`src/core/crad_pkg.sv`:
```
// Constants, types and state layout for the calibration register access decoder.
// Assumes a single 20 MHz clock and that the serial port pins are synchronous to it.
package crad_pkg;

  localparam int          DATA_W      = 32;
  localparam int          NUM_CH      = 4;
  localparam int          NUM_TYPE    = 3;
  // Command byte field positions
  localparam int          BIT_CMD     = 7;
  localparam int          BIT_ARRAY   = 6;
  localparam int          BIT_CS_HI   = 5;
  localparam int          BIT_CS_LO   = 4;
  localparam int          BIT_RW      = 3;
  // Register type select codes in bits 2..0
  localparam logic [2:0]  CODE_OFFSET = 3'h1;
  localparam logic [2:0]  CODE_GAIN   = 3'h2;
  localparam logic [2:0]  CODE_SETUP  = 3'h5;
  // Internal register bank indices
  localparam logic [1:0]  TYPE_OFFSET = 2'h0;
  localparam logic [1:0]  TYPE_GAIN   = 2'h1;
  localparam logic [1:0]  TYPE_SETUP  = 2'h2;
  // Bit counters and channel bounds
  localparam logic [4:0]  CMD_LAST    = 5'h07;
  localparam logic [4:0]  DATA_LAST   = 5'h1F;
  localparam logic [1:0]  LAST_CH_4   = 2'h3;
  localparam logic [1:0]  LAST_CH_2   = 2'h1;
  // Reset contents of the bank
  localparam logic [DATA_W-1:0] OFFSET_RST = 32'h0000_0000;
  localparam logic [DATA_W-1:0] GAIN_RST   = 32'h0100_0000;
  localparam logic [DATA_W-1:0] SETUP_RST  = 32'h0000_0000;

  typedef enum logic [2:0] {
    ST_CMD  = 3'b001,
    ST_DATA = 3'b010,
    ST_SKIP = 3'b100
  } crad_state_t;

  typedef struct packed {
    logic       valid;
    logic       array_access_flag;
    logic       read;
    logic [1:0] register_type_select;
    logic [1:0] chan;
  } crad_cmd_t;

  typedef struct packed {
    logic              strobe;
    logic [1:0]        register_type_select;
    logic [1:0]        chan;
    logic [DATA_W-1:0] data;
  } crad_wr_t;

  typedef logic [NUM_TYPE-1:0][NUM_CH-1:0][DATA_W-1:0] crad_bank_t;

  typedef struct packed {
    crad_state_t       state;
    crad_cmd_t         cmd;
    logic [6:0]        cmd_sr;
    logic [4:0]        bit_cnt;
    logic [1:0]        word;
    logic [DATA_W-1:0] sr;
    logic              sclk_q;
    logic              sdo;
    logic              busy;
    logic              unsupported;
    crad_wr_t          wr;
    crad_bank_t        bank;
  } crad_q_t;

endpackage : crad_pkg

```
`src/core/crad_cmd_decode.sv`:
```
// Combinational decoder from a serial command byte to a register access request.
// Assumes the caller registers the result; no state lives here.
`timescale 1ns/1ns
module crad_cmd_decode (
  input  wire logic [7:0]          cmd_byte_i,
  input  wire logic                four_channel_i,
  output crad_pkg::crad_cmd_t      cmd_o
);
  import crad_pkg::*;

  logic [2:0] type_code;
  logic [1:0] chan;
  logic       arr;
  logic       type_ok;
  logic       chan_ok;

  // Field extraction and validity
  always_comb begin
    type_code = cmd_byte_i[2:0];
    chan      = cmd_byte_i[BIT_CS_HI:BIT_CS_LO];
    arr       = cmd_byte_i[BIT_ARRAY];
    type_ok   = (type_code == CODE_OFFSET) || (type_code == CODE_GAIN)
                || (type_code == CODE_SETUP);
    // Upper offset and gain slots exist only on the four-channel variant
    chan_ok = arr ? (chan == 2'h0)
                  : (four_channel_i || !chan[1] || type_code == CODE_SETUP);
    cmd_o.valid                = !cmd_byte_i[BIT_CMD] && type_ok && chan_ok;
    cmd_o.array_access_flag    = arr;
    cmd_o.read                 = cmd_byte_i[BIT_RW];
    cmd_o.chan                 = arr ? 2'h0 : chan;
    case (type_code)
      CODE_GAIN:  cmd_o.register_type_select = TYPE_GAIN;
      CODE_SETUP: cmd_o.register_type_select = TYPE_SETUP;
      default:   cmd_o.register_type_select = TYPE_OFFSET;
    endcase
  end

endmodule : crad_cmd_decode

```
`src/core/crad_core.sv`:
```
// Serial port slave that decodes register access commands and moves calibration data.
// Assumes all pins are synchronous to clock_i and that serial clock idles low between bits.
`timescale 1ns/1ns
module crad_core (
  input  wire logic                clock_i,
  input  wire logic                arst_n_i,
  input  wire logic                ce_i,
  input  wire logic                cs_n_i,
  input  wire logic                sclk_i,
  input  wire logic                sdi_i,
  input  wire logic                four_channel_i,
  output logic                     sdo_o,
  output logic                     busy_o,
  output logic                     unsupported_o,
  output crad_pkg::crad_wr_t       wr_o
);
  import crad_pkg::*;

  crad_q_t           q;
  crad_q_t           next_q;
  crad_cmd_t         dec;
  logic [7:0]        cmd_byte;
  logic              rise;
  logic              fall;
  logic              cmd_end;
  logic              word_end;
  logic [1:0]        last_word;

  // Bank lookup shared by command end and word end
  function automatic logic [DATA_W-1:0] pick(input crad_bank_t b, input logic [1:0] t,
                                            input logic [1:0] idx);
    pick = b[t][idx];
  endfunction : pick

  // Byte as it stands after the current rising edge, MSB arrived first
  assign cmd_byte = {q.cmd_sr, sdi_i};

  crad_cmd_decode u_dec (
    .cmd_byte_i     (cmd_byte),
    .four_channel_i (four_channel_i),
    .cmd_o          (dec)
  );

  // Edge detection on the sampled serial clock
  always_comb begin
    rise      = sclk_i && !q.sclk_q;
    fall      = !sclk_i && q.sclk_q;
    cmd_end   = !cs_n_i && rise && (q.state == ST_CMD) && (q.bit_cnt == CMD_LAST);
    word_end  = !cs_n_i && rise && (q.state == ST_DATA) && (q.bit_cnt == DATA_LAST);
    // Setup registers exist four deep on every variant
    if (!q.cmd.array_access_flag) begin
      last_word = q.cmd.chan;
    end else if (four_channel_i || q.cmd.register_type_select == TYPE_SETUP) begin
      last_word = LAST_CH_4;
    end else begin
      last_word = LAST_CH_2;
    end
  end

  // Next-state logic for the whole block
  always_comb begin
    next_q           = q;
    next_q.sclk_q    = sclk_i;
    next_q.wr.strobe = 1'b0;
    if (cs_n_i) begin
      // Deselect aborts any frame; a half word written is dropped, not committed
      next_q.state   = ST_CMD;
      next_q.bit_cnt = 5'h00;
      next_q.word    = 2'h0;
      next_q.busy    = 1'b0;
      next_q.sdo     = 1'b0;
    end else begin
      case (q.state)
        ST_CMD: begin
          if (rise) begin
            next_q.cmd_sr  = cmd_byte[6:0];
            next_q.bit_cnt = q.bit_cnt + 5'h01;
            if (cmd_end) begin
              next_q.bit_cnt     = 5'h00;
              next_q.unsupported = !dec.valid;
              if (dec.valid) begin
                // Data phase starts on the very next serial clock
                next_q.state = ST_DATA;
                next_q.cmd   = dec;
                next_q.word  = dec.chan;
                next_q.busy  = 1'b1;
                next_q.sr    = pick(q.bank, dec.register_type_select, dec.chan);
              end else begin
                next_q.state = ST_SKIP;
              end
            end
          end
        end
        ST_DATA: begin
          if (rise) begin
            next_q.bit_cnt = q.bit_cnt + 5'h01;
            if (!q.cmd.read) begin
              next_q.sr = {q.sr[DATA_W-2:0], sdi_i};
            end
            if (word_end) begin
              next_q.bit_cnt = 5'h00;
              if (!q.cmd.read) begin
                // Commit the completed word and announce it
                next_q.bank[q.cmd.register_type_select][q.word] = {q.sr[DATA_W-2:0], sdi_i};
                next_q.wr.strobe               = 1'b1;
                next_q.wr.register_type_select = q.cmd.register_type_select;
                next_q.wr.chan                 = q.word;
                next_q.wr.data                 = {q.sr[DATA_W-2:0], sdi_i};
              end
              if (q.word == last_word) begin
                next_q.state = ST_SKIP;
                next_q.busy  = 1'b0;
              end else begin
                next_q.word = q.word + 2'h1;
                next_q.sr   = pick(q.bank, q.cmd.register_type_select, q.word + 2'h1);
              end
            end
          end else if (fall && q.cmd.read) begin
            // Present the next bit on the falling edge so it is stable for the rising one
            next_q.sdo = q.sr[DATA_W-1];
            next_q.sr  = {q.sr[DATA_W-2:0], 1'b0};
          end
        end
        ST_SKIP: begin
          // Extra clocks after the frame, or after a bad command, are ignored
          next_q.sdo = 1'b0;
        end
        default: begin
          next_q.state = ST_CMD;
        end
      endcase
    end
  end

  // State register, frozen while the clock enable is low
  always_ff @(posedge clock_i or negedge arst_n_i) begin
    if (!arst_n_i) begin
      q       <= '0;
      q.state <= ST_CMD;
      for (int c = 0; c < NUM_CH; c++) begin
        q.bank[TYPE_OFFSET][c] <= OFFSET_RST;
        q.bank[TYPE_GAIN][c]   <= GAIN_RST;
        q.bank[TYPE_SETUP][c]  <= SETUP_RST;
      end
    end else if (ce_i) begin
      q <= next_q;
    end
  end

  // Outputs straight from the state register
  assign sdo_o         = q.sdo;
  assign busy_o        = q.busy;
  assign unsupported_o = q.unsupported;
  assign wr_o          = q.wr;
endmodule : crad_core

```
`config.mk`:
```
export PLATFORM = sky130hd
export DESIGN_NAME = crad_core
export DESIGN_NICKNAME = d
export VERILOG_FILES = /design/src/core/crad_pkg.sv /design/src/core/crad_cmd_decode.sv /design/src/core/crad_core.sv
export SDC_FILE = /design/constraint.sdc
export NUM_CORES = 1
export LEC_CHECK = 0
export BUFFER_PORTS_ARGS = -buffer_cell sky130_fd_sc_hd__buf_2
export CORE_MARGIN = 10
export CORE_UTILIZATION = 55
export CTS_CLUSTER_DIAMETER = 100
export DETAILED_ROUTE_END_ITERATION = 10
export MAX_ROUTING_LAYER = met4
export PLACE_DENSITY_LB_ADDON = 0.3
export SYNTH_ARGS = -nofsm -noshare
export SYNTH_HDL_FRONTEND = slang
export SYNTH_HIERARCHICAL = 1
export SYNTH_SLANG_ARGS = --single-unit
```
`constraint.sdc`:
```
create_clock -name clock_i -period 2.6 [get_ports clock_i]
set_input_delay 0 -clock clock_i [delete_from_list [all_inputs] [get_ports clock_i]]
set_output_delay 0 -clock clock_i [all_outputs]
set_load 0.05 [all_outputs]
```
==> run_results.csv, run 1 <==
group,metric,value,unit
grt,grt_pass1_vias,18700,
sta,tightest_slew,0.662,ns
sta,fmax,377,MHz
grt,grt_pass1_wl,108000,um
power_and_ir_drop,ir_drop,0.000463,V
setup_path,cp_top_family,"simple AND/OR/NAND/NOR gates",
routing,drt-initial-drc-count,1725,
power_and_ir_drop,power.switching,4.80,mW
final_layout,nNetsFinal,2172,
placement,io_buffers,46,
synth,yosys_most_used_dff,"dfrtp_1",
placement,dp_hpwl,40800,um
synth,yosysUniqueCellTypes,56,
clocking,cts_buffers,52,
synth,ys_async_sr_fraction,100,%
setup_path,reg2reg_from,"q[478]",
clocking,cts_tree,"built",
routing,wl,70200,um
sta,fin_crit,2.65,ns
synth,syn_avg_cell_area,11.8,um2
final_layout,antennaDiodeCount,0,
clocking,clk_pin_slew_worst_paths,0.06,ns
synth,yosys_register_bits,480,
die,fp.dieH,236,um
power_and_ir_drop,seq_power_share,41.5,%
placement,preCtsSetupSlack,-0.0000480,ns
grt,grtUsageTotal,24.9,%
final_layout,final.fill_count,3418,
grt,grt_max_degree,132,
setup_path,timing.critical_path.cells,"or4b_4, nor4b_4, nor2_1, or4_4, buf_12, clkbuf_16, a21oi_1, a2bb2oi_1",
synth,syn-num-nets,2192,
setup_path,critical-path-slowest-cell,"or4_4",
synth,synthTopCellsByArea,"dfrtp_1 (46%), mux2_2 (19%), mux2i_1 (9.9%)",
run,maxCapViolCount,0,
routing,drc,0,
setup_path,cp_max_fo,5,
setup_path,critical_path_buf_inv_count,2,
synth,synth_top_cell_by_area,"dfrtp_1",
outcome,status,"finished, violations left",
die,placementRows,79,
die,die_area,55700,um2
setup_path,crit_required,3.13,ns
routing,vias_per_cell,6.56,
power_and_ir_drop,power_density,621,nW/um2
power_and_ir_drop,leakagePower,12.9,nW
routing,wire_per_inst,25.0,um
sta,slew_headroom,55.8,%
min_path,hold_path_class,"in2async",
setup_path,critPathCaptureType,"flip-flop",
synth,yosysSeqAreaShare,46.8,%
sta,slew_viol_final,0,
power_and_ir_drop,p_sw_share,26.3,%
clocking,cts.htree.levels,2,
synth,synth_edf_count,0,
clocking,insertion_delay,0.61,ns
sta,finalCritPeriodShare,102,%
routing,first_pass_iters,5,
setup_path,max_stage_delay,0.61,ns
routing,ant_nets,0,
synth,yosys_warnings,6,
clocking,cts.sinks,480,
sta,setup_viol,15,
final_layout,fin_cells,2809,
clocking,clockRootBuffer,"clkbuf_16",
placement,dp_cells,2694,
placement,gp_congestion,0.865,
die,core-area,46400,um2
setup_path,r2r_setup_slack,-0.05,ns
sta,setup_slack,-0.0500,ns
routing,vias,18400,
die,io_pins,47,
power_and_ir_drop,internal_power,13.4,mW
synth,synth_cells,2179,
setup_path,crit_cells,8,
synth,yosysTopAreaCellShare,46.3,%
setup_path,cp-startpoint,"q[478]",
synth,synth_area,25700,um2
die,fp.dieW,236,um
setup_path,arrival,3.18,ns
final_layout,area_growth,14.3,%
power_and_ir_drop,comb_power_share,15.6,%
setup_path,path_class,"reg2reg",
final_layout,drive_above_1_share,36.0,%
clocking,clk_path_buf_depth,3,
power_and_ir_drop,p_clk_share,43.0,%
grt,grt.overflow.total,0,
outcome,violations,"negative setup slack",
grt,antenna_found_initial,0,
die,start_util,55.4,%
sta,hold_viol,0,
sta,clock_skew,0.0234,ns
setup_path,rr_worst_depth,8,
setup_path,critPathLaunchType,"flip-flop",
sta,rsz0062_at_grt,"yes",
-- cells in the mapped netlist (3+ instances only) --
master	instances
a211oi_1	5
buf_1	20
mux4_2	34
mux2_2	434
mux2i_1	253
o211ai_1	63
o22ai_1	62
nor3_1	4
nand3_1	10
xnor2_1	3
a2bb2oi_1	30
nand3b_1	4
dfrtp_1	475
dfstp_2	5
ha_1	6
nand2_1	146
clkbuf_1	151
nor2b_1	70
buf_6	5
o21ai_0	79
inv_1	7
buf_4	39
nand2b_1	7
nor2_1	16
a21oi_1	100
a22oi_1	64
a31oi_1	33
buf_2	20
-- worst paths after layout --
kind                                  to
max reg2reg                       q[452]
max in group asynchronous         q[454]
min                               q[478]
min in group clock_i       unsupported_o
min reg2reg                unsupported_o
max                               q[452]
-- power groups by stage --
stage	combinational (mW)	clock, mW	sequential, mW
final	2.84	7.84	7.56
after global routing	3.05	8.24	7.57
after CTS	2.78	7.94	7.56
after detailed placement	2.76	0	7.70
after global placement	2.72	0	7.69
after floorplan	1.76	0	7.69
-- timing repair --
action                                  CTS  global route
cloned                                    0             4
endpoints found under the hold margin   502             0
gates resized for setup                   1            49
setup buffers                             0             7
hold buffers                              7             0
endpoints found under the setup margin   25           434
pin swaps                                 0             1
-- cell type report --
type / instances / area [um2] / area share [%]
clock inverter: 14 / 211 / 0.720
clock buffer: 83 / 1620 / 5.52
tap: 607 / 759 / 2.59
sequential: 480 / 12000 / 41.0
multi-input combinational: 1456 / 12900 / 43.9
inverter: 7 / 26.3 / 0.0895
timing repair buffer: 162 / 1810 / 6.18
-- metal layers --
layer | global-route usage [%] | share of wire (%)
met1 | 31.7 | 42
met2 | 40.0 | 48
met3 | 3.14 | 6.2
met4 | 10.0 | 3.6
met5 | - | 0
-- cells in the final DEF (no fill, tap or decap), types with 5 or more instances in the layout --
cell type and instances:
a2bb2oi_1 19, buf_4 53, o211ai_1 63, a22oi_1 64
bufinv_16 5, dlygate4sd3_1 6, dfrtp_1 473, nand2_2 5
dfstp_2 5, buf_2 45, nand2b_1 6, mux4_2 34
a211oi_1 5, a31oi_1 33, mux2_2 428, clkbuf_1 12
a21oi_2 19, mux2i_1 253, nor2b_1 58, clkbuf_16 55
nor2_1 13, nand2_1 141, nor2b_4 6, inv_1 7
a21oi_1 81, nor2b_2 6, mux2_4 6, nand3_2 8
clkbuf_8 18, buf_12 51, a2bb2oi_2 12, o22ai_1 62
o21ai_0 79
-- metrics by stage --
stage | instance area (um2) | total power [mW] | hold WS [ns] | utilization, % | TNS, ns
after floorplan | 25700 | 9.46 | -0.296 | - | -0.591
after global placement | 27100 | 10.4 | -0.0620 | 58.4 | 0
after detailed placement | 27100 | 10.5 | -0.0603 | 58.4 | -0.0000480
after CTS | 29000 | 18.3 | 0.000643 | 62.5 | -0.0215
after global routing | 29300 | 18.9 | 0.0146 | 63.3 | -2.33
final | 29300 | 18.2 | 0.0125 | 63.3 | -0.305
-- worst register-to-register path: cells and delay by family (launching register included) --
kind	cells	cell delay, ns
and+or+nand+nor	4	1.43
DFF	1	0.52
buffers and inverters	2	0.35
AOI/OAI and AO/OA	2	0.28
-- kinds of logic (layout without fill, tap and decap cells) --
| kind of cell | count (synthesis) | count (layout) | share of synthesized area, % |
|---|---|---|---|
| buffers and inverters | 243 | 266 | 4.37 |
| XOR/XNOR | 3 | 3 | 0.102 |
| multiplexers | 721 | 721 | 31.9 |
| AND/OR/NAND/NOR | 277 | 277 | 5.40 |
| AO/OA/AOI/OAI | 449 | 449 | 11.2 |
| flip-flops | 480 | 480 | 46.8 |
| adder cells (fa/ha/maj) | 6 | 6 | 0.292 |
No activity file was read; power rests on OpenSTA's default activity.
==> run 2: changes to the inputs <==
Settings changed: RECOVER_POWER from default to 25.
==> run_results.csv, run 2 (synthesis results as in run 1) <==
group,metric,value,unit
clocking,cts.htree.levels,2,
clocking,insertion_delay,0.61,ns
final_layout,nNetsFinal,2172,
setup_path,max_stage_delay,0.61,ns
power_and_ir_drop,seq_power_share,41.5,%
routing,drt-initial-drc-count,1737,
sta,setup_slack,-0.0487,ns
placement,gp_congestion,0.865,
final_layout,drive_above_1_share,36.0,%
die,fp.dieH,236,um
final_layout,antennaDiodeCount,0,
sta,fin_crit,2.65,ns
sta,fmax,378,MHz
setup_path,rr_worst_depth,8,
grt,gr-max-usage-layer,"met2",
final_layout,finalInstanceArea,29300,um2
final_layout,final_core_util,63.1,%
grt,grtUsageTotal,24.9,%
power_and_ir_drop,power_density,623,nW/um2
power_and_ir_drop,internal_power,13.4,mW
setup_path,critPathLaunchType,"flip-flop",
power_and_ir_drop,comb_power_share,15.5,%
outcome,violations,"max-capacitance violations, max-slew violations, negative setup slack",
routing,wire_per_inst,25.0,um
setup_path,cp_max_fo,5,
sta,hold_viol,0,
grt,grt_max_degree,132,
min_path,worstHoldEndpoint,"unsupported_o",
sta,slew_viol_final,183,
power_and_ir_drop,power.switching,4.80,mW
routing,drc,0,
grt,grt.overflow.total,0,
setup_path,critPathCaptureType,"flip-flop",
grt,met2_usage,40.0,%
min_path,hp-start,"four_channel_i",
grt,grt_pass1_wl,108000,um
sta,clock_skew,0.0222,ns
placement,io_buffers,46,
routing,vias,18400,
final_layout,area_growth,14.0,%
setup_path,arrival,3.18,ns
clocking,clk_path_buf_depth,3,
clocking,clockRootBuffer,"clkbuf_16",
placement,place_area,27100,um2
routing,ant_nets,0,
die,io_pins,47,
clocking,cts_buffers,52,
routing,first_pass_iters,5,
power_and_ir_drop,ir_drop,0.000464,V
die,start_util,55.4,%
setup_path,path_class,"reg2reg",
clocking,clk_pin_slew_worst_paths,0.06,ns
routing,vias_per_cell,6.56,
setup_path,critical-path-slowest-cell,"or4_4",
setup_path,reg2reg_from,"q[478]",
die,die_area,55700,um2
die,fp.dieW,236,um
outcome,status,"finished, violations left",
grt,met1_usage,31.7,%
clocking,cts.sinks,480,
min_path,min_delay_path_depth,6,
sta,holdWs,0.105,ns
power_and_ir_drop,leakagePower,12.9,nW
placement,dp_hpwl,40800,um
power_and_ir_drop,p_clk_share,43.0,%
die,placementRows,79,
setup_path,r2r_end,"q[452]",
sta,tightest_slew,1.61,ns
placement,dp_cells,2694,
power_and_ir_drop,total_power,18.2,mW
power_and_ir_drop,p_sw_share,26.3,%
sta,finalCritPeriodShare,102,%
sta,setup_viol,16,
setup_path,timing.critical_path.cells,"or4b_4, nor4b_4, nor2_1, or4_4, buf_12, clkbuf_16, a21oi_1, a2bb2oi_1",
grt,antenna_found_initial,0,
routing,wl,70300,um
final_layout,final_cell_mix,"dfrtp_1 (473), mux2_2 (428), mux2i_1 (253), nand2_1 (141), a21oi_1 (81)",
min_path,hold_path_class,"in2reg",
final_layout,final_common_cell,"dfrtp_1",
final_layout,fin_cells,2809,
setup_path,crit_required,3.13,ns
sta,slew_headroom,-7.47,%
die,core-area,46400,um2
clocking,cts_tree,"built",
setup_path,r2r_setup_slack,-0.05,ns
sta,rsz0062_at_grt,"yes",
grt,grtUsageMet3,3.14,%
final_layout,final.fill_count,3427,
grt,grt_pass1_vias,18700,
run,maxCapViolCount,1,
[run 2: power groups by stage]
stage	Combinational [mW]	Clock, mW	Sequential [mW]
6_report	2.82	7.84	7.56
5_1_grt	3.03	8.24	7.57
4_1_cts	2.78	7.94	7.56
3_5_place_dp	2.76	0	7.70
3_3_place_gp	2.72	0	7.69
2_1_floorplan	1.76	0	7.69
[run 2: per-stage QoR]
step                setup WS (ns)    TNS [ns]
detailed placement     -0.0000480  -0.0000480
global placement           0.0317           0
floorplan                 -0.0986      -0.591
CTS                       -0.0133     -0.0215
finish                    -0.0487      -0.305
global route               -0.116       -2.33
[run 2: timing repair]
action	CTS	global route
setup buffers	0	7
resized for setup	1	49
pin swaps	0	1
cloned	0	4
endpoints found under the setup margin	25	434
hold buffers	7	0
endpoints found under the hold margin	502	0
[run 2: area by class of cell]
| type | count | area, um2 | share of cell area [%] |
|---|---|---|---|
| multi-input combinational | 1456 | 12900 | 44.0 |
| clock inverter | 14 | 211 | 0.722 |
| timing repair buffer | 162 | 1740 | 5.93 |
| clock buffer | 83 | 1620 | 5.53 |
| sequential | 480 | 12000 | 41.1 |
| inverter | 7 | 26.3 | 0.0898 |
| tap | 607 | 759 | 2.59 |
[run 2: how the worst max path moves through the flow]
stage / startpoint / end / slack (ns) / cells after the start
floorplan: q[478] / q[471] / -0.1 / 8
finish: q[478] / q[452] / -0.05 / 8
global route: q[478] / q[452] / -0.12 / 8
global placement: q[478] / q[425] / 0.03 / 6
CTS: q[478] / q[425] / -0.01 / 6
detailed placement: q[478] / q[425] / -0.00005 / 6
[run 2: metal layers]
metal	up-vias	wire length (um)
met4	0	2440
li1	7987	-
met3	174	4320
met5	-	0
met1	9563	29700
met2	699	33900
[run 2: worst max-delay path, delay by kind of cell, from the launching register on]
family	cells	cell delay, ns
AND/OR/NAND/NOR	4	1.43
flip-flops	1	0.52
buffers and inverters	2	0.35
AO/OA/AOI/OAI	2	0.27
